$ cat src/hdl/arfc_map.vh
// Register offsets, field positions, reset values and error codes for the rate and loop block
`ifndef ARFC_MAP_VH
`define ARFC_MAP_VH
`define ARFC_ADDR_W 10
`define ARFC_OFS_RATE2 10'h211
`define ARFC_OFS_RSTAT 10'h212
`define ARFC_OFS_L1EN 10'h220
`define ARFC_OFS_L1DIV 10'h221
`define ARFC_OFS_L1NUM 10'h222
`define ARFC_OFS_L1INT 10'h223
`define ARFC_OFS_L1DEN 10'h226
`define ARFC_OFS_L1EFS 10'h227
`define ARFC_OFS_RATE1 10'h210
`define ARFC_OFS_CFG 10'h2f0
`define ARFC_OFS_IRQ_STAT 10'h2f1
`define ARFC_OFS_IRQ_EN 10'h2f2
`define ARFC_OFS_IRQ_CLR 10'h2f3
`define ARFC_RST_RATE 8'h83
`define ARFC_RST_SR 4'h8
`define ARFC_RST_CR 4'h3
`define ARFC_RST_EFS_RSV 2'h3
`define ARFC_RST_OUTDIV 6'h00
`define ARFC_RST_FRATIO 3'h0
`define ARFC_RST_NUM 16'h0000
`define ARFC_RST_INT 10'h000
`define ARFC_RST_DEN 16'h0000
`define ARFC_RST_EFS 3'h6
`define ARFC_RST_CFG 8'h00
`define ARFC_SR_MAX 4'ha
`define ARFC_SR_88K 4'h9
`define ARFC_CR_MIN 4'h1
`define ARFC_CR_MAX 4'h9
`define ARFC_OUTDIV_MIN 6'h03
`define ARFC_ERR_NONE 4'h0
`define ARFC_ERR_SR 4'h1
`define ARFC_ERR_DIV 4'h2
`define ARFC_ERR_BOTHDIR 4'h3
`define ARFC_ERR_COMBO 4'h4
`define ARFC_ERR_HIRATE 4'h5
`define ARFC_ERR_CORE_SYSTEM_CLOCK 4'h6
`define ARFC_ERR_ASYNC_MIX 4'h7
`define ARFC_ERR_SAME_SR 4'h8
`define ARFC_ERR_SAME_MIX 4'h9
`define ARFC_CFG_ASYNC 0
`define ARFC_CFG_SRC 1
`define ARFC_CFG_ADC1 2
`define ARFC_CFG_DAC1 3
`define ARFC_CFG_ADC2 4
`define ARFC_CFG_DAC2 5
`define ARFC_CFG_DIV1 6
`define ARFC_CFG_DIV2 7
`endif

$ cat src/hdl/arfc_rate_loop.v
// Rate selection, rate error status and first loop configuration registers
//
// Implementation choice: the plain strobed port.
`include "arfc_map.vh"
module arfc_rate_loop (
    input wire sys_clk,
    input wire rst_b,
    input wire [9:0] reg_addr,
    input wire [15:0] reg_wdata,
    input wire reg_wr,
    input wire reg_rd,
    output reg [15:0] reg_rdata,
    output reg irq,
    output reg [3:0] second_port_sample_rate_sel,
    output reg [3:0] second_port_clock_ratio,
    output reg [3:0] rate_config_error_code,
    output reg loop_enable,
    output reg loop_oscillator_enable,
    output reg [5:0] loop_output_divider,
    output reg [6:0] loop_output_divide_value,
    output reg [2:0] loop_vco_ratio,
    output reg [4:0] loop_vco_divide_value,
    output reg [15:0] loop_fraction_numerator,
    output reg [15:0] loop_fraction_denominator,
    output reg [9:0] loop_integer_multiplier,
    output reg loop_fractional_mode_enable
);
    reg [3:0] first_port_sample_rate_sel_r;
    reg [3:0] first_port_clock_ratio_r;
    reg [7:0] cfg_r;
    reg [1:0] efs_rsv_r;
    reg [1:0] irq_en_r;
    reg [3:0] err_nxt;
    reg [6:0] outdiv_nxt;
    reg [4:0] vco_nxt;
    reg [15:0] rdata_nxt;
    reg loop_enable_d_r;
    reg [3:0] err_d_r;
    // Next values of the software fields
    reg [3:0] sr2_nxt;
    reg [3:0] cr2_nxt;
    reg [3:0] sr1_nxt;
    reg [3:0] cr1_nxt;
    reg loop_en_nxt;
    reg osc_en_nxt;
    reg [5:0] outdiv_code_nxt;
    reg [2:0] fratio_nxt;
    reg [15:0] num_nxt;
    reg [9:0] int_nxt;
    reg [15:0] den_nxt;
    reg efs_nxt;
    reg [1:0] efs_rsv_nxt;
    reg [7:0] cfg_nxt;
    reg [1:0] irq_en_nxt;
    wire [1:0] irq_stat;
    wire [1:0] irq_evt;
    wire [1:0] irq_clr;
    wire wr_rate2 = reg_wr && (reg_addr == `ARFC_OFS_RATE2);
    wire wr_l1en = reg_wr && (reg_addr == `ARFC_OFS_L1EN);
    wire wr_l1div = reg_wr && (reg_addr == `ARFC_OFS_L1DIV);
    wire wr_l1num = reg_wr && (reg_addr == `ARFC_OFS_L1NUM);
    wire wr_l1int = reg_wr && (reg_addr == `ARFC_OFS_L1INT);
    wire wr_l1den = reg_wr && (reg_addr == `ARFC_OFS_L1DEN);
    wire wr_l1efs = reg_wr && (reg_addr == `ARFC_OFS_L1EFS);
    wire wr_rate1 = reg_wr && (reg_addr == `ARFC_OFS_RATE1);
    wire wr_cfg = reg_wr && (reg_addr == `ARFC_OFS_CFG);
    wire wr_ien = reg_wr && (reg_addr == `ARFC_OFS_IRQ_EN);
    wire wr_iclr = reg_wr && (reg_addr == `ARFC_OFS_IRQ_CLR);
    wire p1_bad_rate, p1_bad_ratio, p1_hi, p1_bad_hi, p1_bad_sys;
    wire p2_bad_rate, p2_bad_ratio, p2_hi, p2_bad_hi, p2_bad_sys;

    arfc_ratio_check u_chk1 (
        .sample_rate_sel(first_port_sample_rate_sel_r),
        .clock_ratio(first_port_clock_ratio_r),
        .adc_on(cfg_r[`ARFC_CFG_ADC1]),
        .dac_on(cfg_r[`ARFC_CFG_DAC1]),
        .bad_rate(p1_bad_rate),
        .bad_ratio(p1_bad_ratio),
        .hi_rate(p1_hi),
        .bad_hi_use(p1_bad_hi),
        .bad_core_system_clock(p1_bad_sys)
    );

    arfc_ratio_check u_chk2 (
        .sample_rate_sel(second_port_sample_rate_sel),
        .clock_ratio(second_port_clock_ratio),
        .adc_on(cfg_r[`ARFC_CFG_ADC2]),
        .dac_on(cfg_r[`ARFC_CFG_DAC2]),
        .bad_rate(p2_bad_rate),
        .bad_ratio(p2_bad_ratio),
        .hi_rate(p2_hi),
        .bad_hi_use(p2_bad_hi),
        .bad_core_system_clock(p2_bad_sys)
    );

    wire mix1 = cfg_r[`ARFC_CFG_ADC1] && cfg_r[`ARFC_CFG_DAC1];
    wire mix2 = cfg_r[`ARFC_CFG_ADC2] && cfg_r[`ARFC_CFG_DAC2];
    wire both_dir1 = mix1 && cfg_r[`ARFC_CFG_DIV1];
    wire both_dir2 = mix2 && cfg_r[`ARFC_CFG_DIV2];
    wire sys_mix = cfg_r[`ARFC_CFG_SRC] ? mix2 : mix1;
    wire same_src = !cfg_r[`ARFC_CFG_ASYNC];
    // Conditions for each error code
    wire cond_sr = p1_bad_rate || p2_bad_rate;
    wire cond_div = p1_bad_ratio || p2_bad_ratio;
    wire cond_both = both_dir1 || both_dir2;
    wire cond_combo = (cfg_r[`ARFC_CFG_DIV1] && p1_hi) || (cfg_r[`ARFC_CFG_DIV2] && p2_hi);
    wire cond_hi_use = p1_bad_hi || p2_bad_hi;
    wire cond_sys = p1_bad_sys || p2_bad_sys;
    // Async ports: the core clock port must not carry both directions
    wire cond_async_mix = !same_src && sys_mix;
    wire rates_differ = first_port_sample_rate_sel_r != second_port_sample_rate_sel;
    wire cond_same_sr = same_src && rates_differ && (p1_hi || p2_hi);
    wire cond_same_mix = same_src && mix1 && mix2;

    // Priority: lowest code found first
    always @* begin
        if (cond_sr) begin
            err_nxt = `ARFC_ERR_SR;
        end else if (cond_div) begin
            err_nxt = `ARFC_ERR_DIV;
        end else if (cond_both) begin
            err_nxt = `ARFC_ERR_BOTHDIR;
        end else if (cond_combo) begin
            err_nxt = `ARFC_ERR_COMBO;
        end else if (cond_hi_use) begin
            err_nxt = `ARFC_ERR_HIRATE;
        end else if (cond_sys) begin
            err_nxt = `ARFC_ERR_CORE_SYSTEM_CLOCK;
        end else if (cond_async_mix) begin
            err_nxt = `ARFC_ERR_ASYNC_MIX;
        end else if (cond_same_sr) begin
            err_nxt = `ARFC_ERR_SAME_SR;
        end else if (cond_same_mix) begin
            err_nxt = `ARFC_ERR_SAME_MIX;
        end else begin
            err_nxt = `ARFC_ERR_NONE;
        end
    end

    // Decoded divide values
    always @* begin
        outdiv_nxt = {1'b0, loop_output_divider} + 7'h01;
        if (loop_output_divider < `ARFC_OUTDIV_MIN) begin
            outdiv_nxt = 7'h00;
        end
        case (loop_vco_ratio)
            3'h0: vco_nxt = 5'h01;
            3'h1: vco_nxt = 5'h02;
            3'h2: vco_nxt = 5'h04;
            3'h3: vco_nxt = 5'h08;
            default: vco_nxt = 5'h10;
        endcase
    end

    // Next values of the software fields
    always @* begin
        sr2_nxt = second_port_sample_rate_sel;
        cr2_nxt = second_port_clock_ratio;
        sr1_nxt = first_port_sample_rate_sel_r;
        cr1_nxt = first_port_clock_ratio_r;
        loop_en_nxt = loop_enable;
        osc_en_nxt = loop_oscillator_enable;
        outdiv_code_nxt = loop_output_divider;
        fratio_nxt = loop_vco_ratio;
        num_nxt = loop_fraction_numerator;
        int_nxt = loop_integer_multiplier;
        den_nxt = loop_fraction_denominator;
        efs_nxt = loop_fractional_mode_enable;
        efs_rsv_nxt = efs_rsv_r;
        cfg_nxt = cfg_r;
        irq_en_nxt = irq_en_r;
        if (wr_rate2) begin
            sr2_nxt = reg_wdata[7:4];
            cr2_nxt = reg_wdata[3:0];
        end
        if (wr_rate1) begin
            sr1_nxt = reg_wdata[7:4];
            cr1_nxt = reg_wdata[3:0];
        end
        if (wr_l1en) begin
            osc_en_nxt = reg_wdata[1];
            loop_en_nxt = reg_wdata[0];
        end
        if (wr_l1div) begin
            outdiv_code_nxt = reg_wdata[13:8];
            fratio_nxt = reg_wdata[2:0];
        end
        if (wr_l1num) begin
            num_nxt = reg_wdata;
        end
        if (wr_l1int) begin
            int_nxt = reg_wdata[14:5];
        end
        if (wr_l1den) begin
            den_nxt = reg_wdata;
        end
        if (wr_l1efs) begin
            efs_rsv_nxt = reg_wdata[2:1];
            efs_nxt = reg_wdata[0];
        end
        if (wr_cfg) begin
            cfg_nxt = reg_wdata[7:0];
        end
        if (wr_ien) begin
            irq_en_nxt = reg_wdata[1:0];
        end
    end

    // Register writes; the rate status has no write path
    always @(posedge sys_clk or negedge rst_b) begin
        if (!rst_b) begin
            second_port_sample_rate_sel <= `ARFC_RST_SR;
            second_port_clock_ratio <= `ARFC_RST_CR;
            first_port_sample_rate_sel_r <= `ARFC_RST_SR;
            first_port_clock_ratio_r <= `ARFC_RST_CR;
            loop_enable <= 1'b0;
            loop_oscillator_enable <= 1'b0;
            loop_output_divider <= `ARFC_RST_OUTDIV;
            loop_vco_ratio <= `ARFC_RST_FRATIO;
            loop_fraction_numerator <= `ARFC_RST_NUM;
            loop_fraction_denominator <= `ARFC_RST_DEN;
            loop_integer_multiplier <= `ARFC_RST_INT;
            loop_fractional_mode_enable <= 1'b0;
            efs_rsv_r <= `ARFC_RST_EFS_RSV;
            cfg_r <= `ARFC_RST_CFG;
            irq_en_r <= 2'h0;
        end else begin
            second_port_sample_rate_sel <= sr2_nxt;
            second_port_clock_ratio <= cr2_nxt;
            first_port_sample_rate_sel_r <= sr1_nxt;
            first_port_clock_ratio_r <= cr1_nxt;
            loop_enable <= loop_en_nxt;
            loop_oscillator_enable <= osc_en_nxt;
            loop_output_divider <= outdiv_code_nxt;
            loop_vco_ratio <= fratio_nxt;
            loop_fraction_numerator <= num_nxt;
            loop_fraction_denominator <= den_nxt;
            loop_integer_multiplier <= int_nxt;
            loop_fractional_mode_enable <= efs_nxt;
            efs_rsv_r <= efs_rsv_nxt;
            cfg_r <= cfg_nxt;
            irq_en_r <= irq_en_nxt;
        end
    end

    // Derived state and error status
    always @(posedge sys_clk or negedge rst_b) begin
        if (!rst_b) begin
            rate_config_error_code <= `ARFC_ERR_NONE;
            err_d_r <= `ARFC_ERR_NONE;
            loop_enable_d_r <= 1'b0;
            loop_output_divide_value <= 7'h00;
            loop_vco_divide_value <= 5'h01;
        end else begin
            rate_config_error_code <= err_nxt;
            err_d_r <= rate_config_error_code;
            loop_enable_d_r <= loop_enable;
            loop_output_divide_value <= outdiv_nxt;
            loop_vco_divide_value <= vco_nxt;
        end
    end

    // Events: bit0 new error code, bit1 loop enabled
    assign irq_evt[0] = (rate_config_error_code != err_d_r) &&
                        (rate_config_error_code != `ARFC_ERR_NONE);
    assign irq_evt[1] = loop_enable && !loop_enable_d_r;
    assign irq_clr = wr_iclr ? reg_wdata[1:0] : 2'h0;

    arfc_status_reg #(
        .W(2)
    ) u_stat (
        .sys_clk(sys_clk),
        .rst_b(rst_b),
        .event_in(irq_evt),
        .clear_in(irq_clr),
        .status_r(irq_stat)
    );

    // Read values, laid out as in the registers
    wire [15:0] rd_rate2 = {8'h00, second_port_sample_rate_sel, second_port_clock_ratio};
    wire [15:0] rd_rate1 = {8'h00, first_port_sample_rate_sel_r, first_port_clock_ratio_r};
    wire [15:0] rd_rstat = {12'h000, rate_config_error_code};
    wire [15:0] rd_l1en = {14'h0000, loop_oscillator_enable, loop_enable};
    wire [15:0] rd_l1div = {2'h0, loop_output_divider, 5'h00, loop_vco_ratio};
    wire [15:0] rd_l1int = {1'b0, loop_integer_multiplier, 5'h00};
    wire [15:0] rd_l1efs = {13'h0000, efs_rsv_r, loop_fractional_mode_enable};
    wire [15:0] rd_cfg = {8'h00, cfg_r};
    wire [15:0] rd_istat = {14'h0000, irq_stat};
    wire [15:0] rd_ien = {14'h0000, irq_en_r};

    // Read mux
    always @* begin
        case (reg_addr)
            `ARFC_OFS_RATE2: rdata_nxt = rd_rate2;
            `ARFC_OFS_RATE1: rdata_nxt = rd_rate1;
            `ARFC_OFS_RSTAT: rdata_nxt = rd_rstat;
            `ARFC_OFS_L1EN: rdata_nxt = rd_l1en;
            `ARFC_OFS_L1DIV: rdata_nxt = rd_l1div;
            `ARFC_OFS_L1NUM: rdata_nxt = loop_fraction_numerator;
            `ARFC_OFS_L1INT: rdata_nxt = rd_l1int;
            `ARFC_OFS_L1DEN: rdata_nxt = loop_fraction_denominator;
            `ARFC_OFS_L1EFS: rdata_nxt = rd_l1efs;
            `ARFC_OFS_CFG: rdata_nxt = rd_cfg;
            `ARFC_OFS_IRQ_STAT: rdata_nxt = rd_istat;
            `ARFC_OFS_IRQ_EN: rdata_nxt = rd_ien;
            default: rdata_nxt = 16'h0000;
        endcase
    end

    // Read data stands the cycle after each cycle of reg_rd, zero otherwise
    always @(posedge sys_clk or negedge rst_b) begin
        if (!rst_b) begin
            reg_rdata <= 16'h0000;
        end else begin
            reg_rdata <= reg_rd ? rdata_nxt : 16'h0000;
        end
    end

    // Level interrupt from enabled sticky status
    always @(posedge sys_clk or negedge rst_b) begin
        if (!rst_b) begin
            irq <= 1'b0;
        end else begin
            irq <= |(irq_stat & irq_en_r);
        end
    end
endmodule

$ cat src/hdl/arfc_ratio_check.v
// Checks one interface rate and clock ratio pair for range faults
`include "arfc_map.vh"
module arfc_ratio_check (
    input wire [3:0] sample_rate_sel,
    input wire [3:0] clock_ratio,
    input wire adc_on,
    input wire dac_on,
    output wire bad_rate,
    output wire bad_ratio,
    output wire hi_rate,
    output wire bad_hi_use,
    output wire bad_core_system_clock
);
    assign bad_rate = sample_rate_sel > `ARFC_SR_MAX;
    assign bad_ratio = (clock_ratio < `ARFC_CR_MIN) || (clock_ratio > `ARFC_CR_MAX);
    assign hi_rate = (sample_rate_sel == `ARFC_SR_88K) || (sample_rate_sel == `ARFC_SR_MAX);
    // High rates carry playback only
    assign bad_hi_use = hi_rate && adc_on;
    // Ratios below 256 give too slow a core clock at low rates
    assign bad_core_system_clock = !bad_ratio && (clock_ratio < 4'h3) && !hi_rate;
endmodule

$ cat src/hdl/arfc_status_reg.v
// Sticky status bits with write-one clear; the enable mask is applied outside this module
module arfc_status_reg #(
    parameter W = 2
) (
    input wire sys_clk,
    input wire rst_b,
    input wire [W-1:0] event_in,
    input wire [W-1:0] clear_in,
    output reg [W-1:0] status_r
);
    always @(posedge sys_clk or negedge rst_b) begin
        if (!rst_b) begin
            status_r <= {W{1'b0}};
        end else begin
            status_r <= (status_r & ~clear_in) | event_in;
        end
    end
endmodule

$ cat config.mk
export PLATFORM = sky130hd
export DESIGN_NAME = arfc_rate_loop
export DESIGN_NICKNAME = d
export VERILOG_FILES = /design/src/hdl/arfc_rate_loop.v /design/src/hdl/arfc_ratio_check.v /design/src/hdl/arfc_status_reg.v
export VERILOG_INCLUDE_DIRS = /design/src /design/src/hdl
export SDC_FILE = /design/constraint.sdc
export NUM_CORES = 1
export LEC_CHECK = 0
export BUFFER_PORTS_ARGS = -buffer_cell sky130_fd_sc_hd__buf_2
export CAP_MARGIN = 30
export CORE_UTILIZATION = 30
export CTS_BUF_LIST = sky130_fd_sc_hd__clkbuf_8
export DETAILED_ROUTE_END_ITERATION = 8
export SLEW_MARGIN = 10
export SYNTH_ARGS = -nofsm -noshare
export SYNTH_HDL_FRONTEND = slang
export SYNTH_SLANG_ARGS = --single-unit
$ cat constraint.sdc
create_clock -name sys_clk -period 4.5 [get_ports sys_clk]
set_clock_uncertainty 0.1 [all_clocks]
set_input_delay 0 -clock sys_clk [delete_from_list [all_inputs] [get_ports sys_clk]]
set_output_delay 0 -clock sys_clk [all_outputs]
set_load 0.02 [all_outputs]
==> metrics.txt <==
die area 0.0197 mm²; vias in the first global route 4,433; clk sinks 122; worst vdd ir 177 µV; asr flop ratio synth 100%; Final TNS setup 0 ps; maximum clock path buffer count 2; max-slew violations 0; Crit Path Max Fanout 11; top cells by area, synth dfrtp_1 49%, mux2_2 17%, dfstp_2 4.1%; die extent in x 140 µm; switch share 24.7%; Req. time, crit path 4750 ps; post-synth cell types 63; Max-Cap Viols 0; setup violation total in the final timing report 0; largest net degree at the start of global routing 67; number of antenna violations at the first check in global routing 0; CP top delay family simple AND/OR/NAND/NOR gates; Max Clk Rate 0.430 GHz; Final Hold Viols 0; Mapped Nets 479; Seq. cell area 0.00306 mm²; fillers 1,856; Rows 50; WS Path Type primary input to flip-flop; Bufs and invs on worst path 2; worst-margin pin slew 847 ps; vias per cell 5.23; Ys Warns 0; # DRC 0; CTS tree built; clock latency on the worst-skew pair 440 ps; Avg Cell Area, Syn 12.8 µm²; sequential share of power 50.2%; CTS root buf clkbuf_8; min Tclk post-route 2330 ps; WL/cell 19.7 µm; HP Start reg_addr[1]; commonest non-fill, non-tap cell in the layout buf_2; register area share after synthesis 53.3%; H-tree depth 4; top-area cell type share of the netlist area 49.2%; reg2reg setup slack 2410 ps; Final ANT Viol Nets 0; clk slew on worst S/H paths 80 ps; Mapped Cells 448; Post-synth EDFFs 0; core area 0.0188 mm²; Logic pwr share 6.8%; io pins 125; Cell Chain, Critical Path dlygate4sd3_1 -> buf_2 -> or4b_4 -> nor3_4 -> and2_1 -> a22oi_1 -> a31oi_1; final WL 16.7 mm; Pwr Total 2.25 mW; Worst Setup Start Kind primary input; total gr overflow 0; Setup Fix Bufs, Post-CTS 0; CP endpoint kind flip-flop; P per Cell Area 312 mW/mm²; Final WS setup 2170 ps; initial DRC count 443; Initial Utilization 30.6%; Port Buf Inserts 124; Area Overhead vs Synth 25.6%; Multi-input gate area 0.00256 mm²; Die Ht 140 µm; cell-internal power 1.69 mW; hold buffer count at CTS 24; synthesis-stage register bit count 122; Yosys top cell by area dfrtp_1; CP max stage delay 630 ps; commonest register cell after synthesis dfrtp_1; Overall Global Routing Usage 17.9%; Num CTS Buffers 17; period utilisation layout 51.7%; share of layout cells above drive strength 1 46.4%; routability-driven placement congestion ratio 0.922; reg2reg start rate_config_error_code[2]$_DFF_PN0_; most frequent cells in the layout 123 x buf_2, 113 x dfrtp_1, 86 x mux2_2; run status finished clean; first-pass GRT wire length 26.5 mm; Arrival @ worst endpoint 2580 ps; final design utilization 38.5%; vias 4,434; RSZ-0062 raised after global routing false; Rel. slew slack 43.5%; critical path launch point reg_addr[4]; Hold Crit Class primary input to flip-flop; HPWL Detailed 11.7 mm; Pleak 3.61 nW; Pre-antenna DRT Iters 5; pre-CTS WS 2330 ps; # resized after CTS 0; Mapped Area 0.00575 mm²; slowest CP cell or4b_4; NumNets Final 630; Clk pwr share 43.0%; Psw 557 µW
[registers in the layout, indices dropped and copies added (netlist names)]
| signal | flops |
|---|---|
| cfg_r | 8 |
| loop_oscillator_enable | 1 |
| irq | 1 |
| loop_fractional_mode_enable | 1 |
| loop_fraction_numerator | 16 |
| first_port_clock_ratio_r | 4 |
| efs_rsv_r | 2 |
| second_port_clock_ratio | 4 |
| loop_enable | 1 |
| err_d_r | 4 |
| reg_rdata | 16 |
| loop_output_divider | 6 |
| loop_enable_d_r | 1 |
| loop_output_divide_value | 7 |
| loop_vco_ratio | 3 |
| loop_vco_divide_value | 5 |
| loop_fraction_denominator | 16 |
| first_port_sample_rate_sel_r | 4 |
| rate_config_error_code | 4 |
| second_port_sample_rate_sel | 4 |
| irq_en_r | 2 |
| loop_integer_multiplier | 10 |
| u_stat.status_r | 2 |
[tightest hold or removal path: cells and delay by family]
family	cells	cell delay, ps
AO/OA/AOI/OAI	2	320
buffers and inverters	1	240
[power by group through the flow]
stage | Sequential, mW | Clock [mW] | Combinational (mW)
floorplan | 1.16 | 0 | 0.0539
global placement | 1.15 | 0 | 0.135
detailed placement | 1.15 | 0 | 0.139
CTS | 1.13 | 0.993 | 0.154
global route | 1.13 | 1.05 | 0.167
finish | 1.13 | 0.969 | 0.152
[layout make-up]
type                            count  area share (%)
Timing Repair Buffer              149            12.1
Clock inverter                      9            1.21
Antenna cell                        1          0.0347
Clock buffer                       23            4.38
Tap cell                          234            4.05
Multi-Input combinational cell    303            35.5
Sequential cell                   122            42.4
Inverter                            6           0.312
[per-layer routing]
metal / up-vias / wire [µm] / share of wire [%] / GRT usage (%)
met2: 182 / 7850 / 47 / 27.4
met4: 0 / 306 / 1.8 / 6.18
met1: 2252 / 7610 / 46 / 25.0
met3: 24 / 896 / 5.4 / 3.97
li1: 1976 / - / - / -
met5: - / 0 / 0 / 0
[logic make-up (layout without fill, tap and decap cells)]
group,Yosys count,count (layout),synth area share (%)
buffers and inverters,23,187,2.13
xor gates and xnor gates,16,16,2.44
adders and majority gates,1,1,0.217
other,0,1,0
and+or+nand+nor,112,112,12.3
muxes,100,100,20.3
DFF,122,122,53.3
AOI/OAI and AO/OA,74,74,9.33
[stage by stage]
| stage | area, µm² | std cells | hold WS, ps |
|---|---|---|---|
| after global placement | 6580 | 790 | 40.4 |
| after floorplan | 5750 | 448 | -396 |
| after detailed placement | 6580 | 790 | 67.1 |
| after CTS | 7220 | 846 | 10.7 |
| final | 7220 | 847 | 49.9 |
| after global routing | 7220 | 846 | 10.8 |
[path summary, 6_finish.rpt]
kind | end | cells after the start
worst max-delay path | reg_rdata[0]$_DFF_PN0_ | 7
worst min-delay path | reg_rdata[7]$_DFF_PN0_ | 3
worst max register to register | reg_rdata[2]$_DFF_PN0_ | 5
worst min register to register | err_d_r[3]$_DFF_PN0_ | 0
max in group asynchronous | loop_fraction_denominator[14]$_DFFE_PN0P_ | 3
min in group asynchronous | loop_output_divide_value[0]$_DFF_PN0_ | 2
[Yosys cell counts, types with 2 or more instances]
cell / count
dfrtp_1: 113
mux2_2: 86
nand2_1: 30
a22oi_1: 20
a21oi_1: 14
nor2_1: 14
mux2_4: 12
dfstp_2: 9
nand3_1: 9
xor2_1: 9
a31oi_1: 7
nor3b_1: 7
xnor2_1: 7
clkbuf_1: 6
inv_1: 6
a32oi_1: 5
and3_1: 5
buf_2: 5
nor3_1: 5
a32o_1: 4
nor4_1: 4
o21ai_0: 4
or4_1: 4
a22o_1: 3
buf_6: 3
nand2_2: 3
nand4_1: 3
nor2b_1: 3
nor3_4: 3
a21o_1: 2
a221oi_1: 2
and2_1: 2
buf_4: 2
mux2i_1: 2
nand2b_1: 2
nor2_4: 2
nor4b_2: 2
o211ai_1: 2
o22ai_1: 2
or3b_2: 2
(Power assumes the default switching activity.)
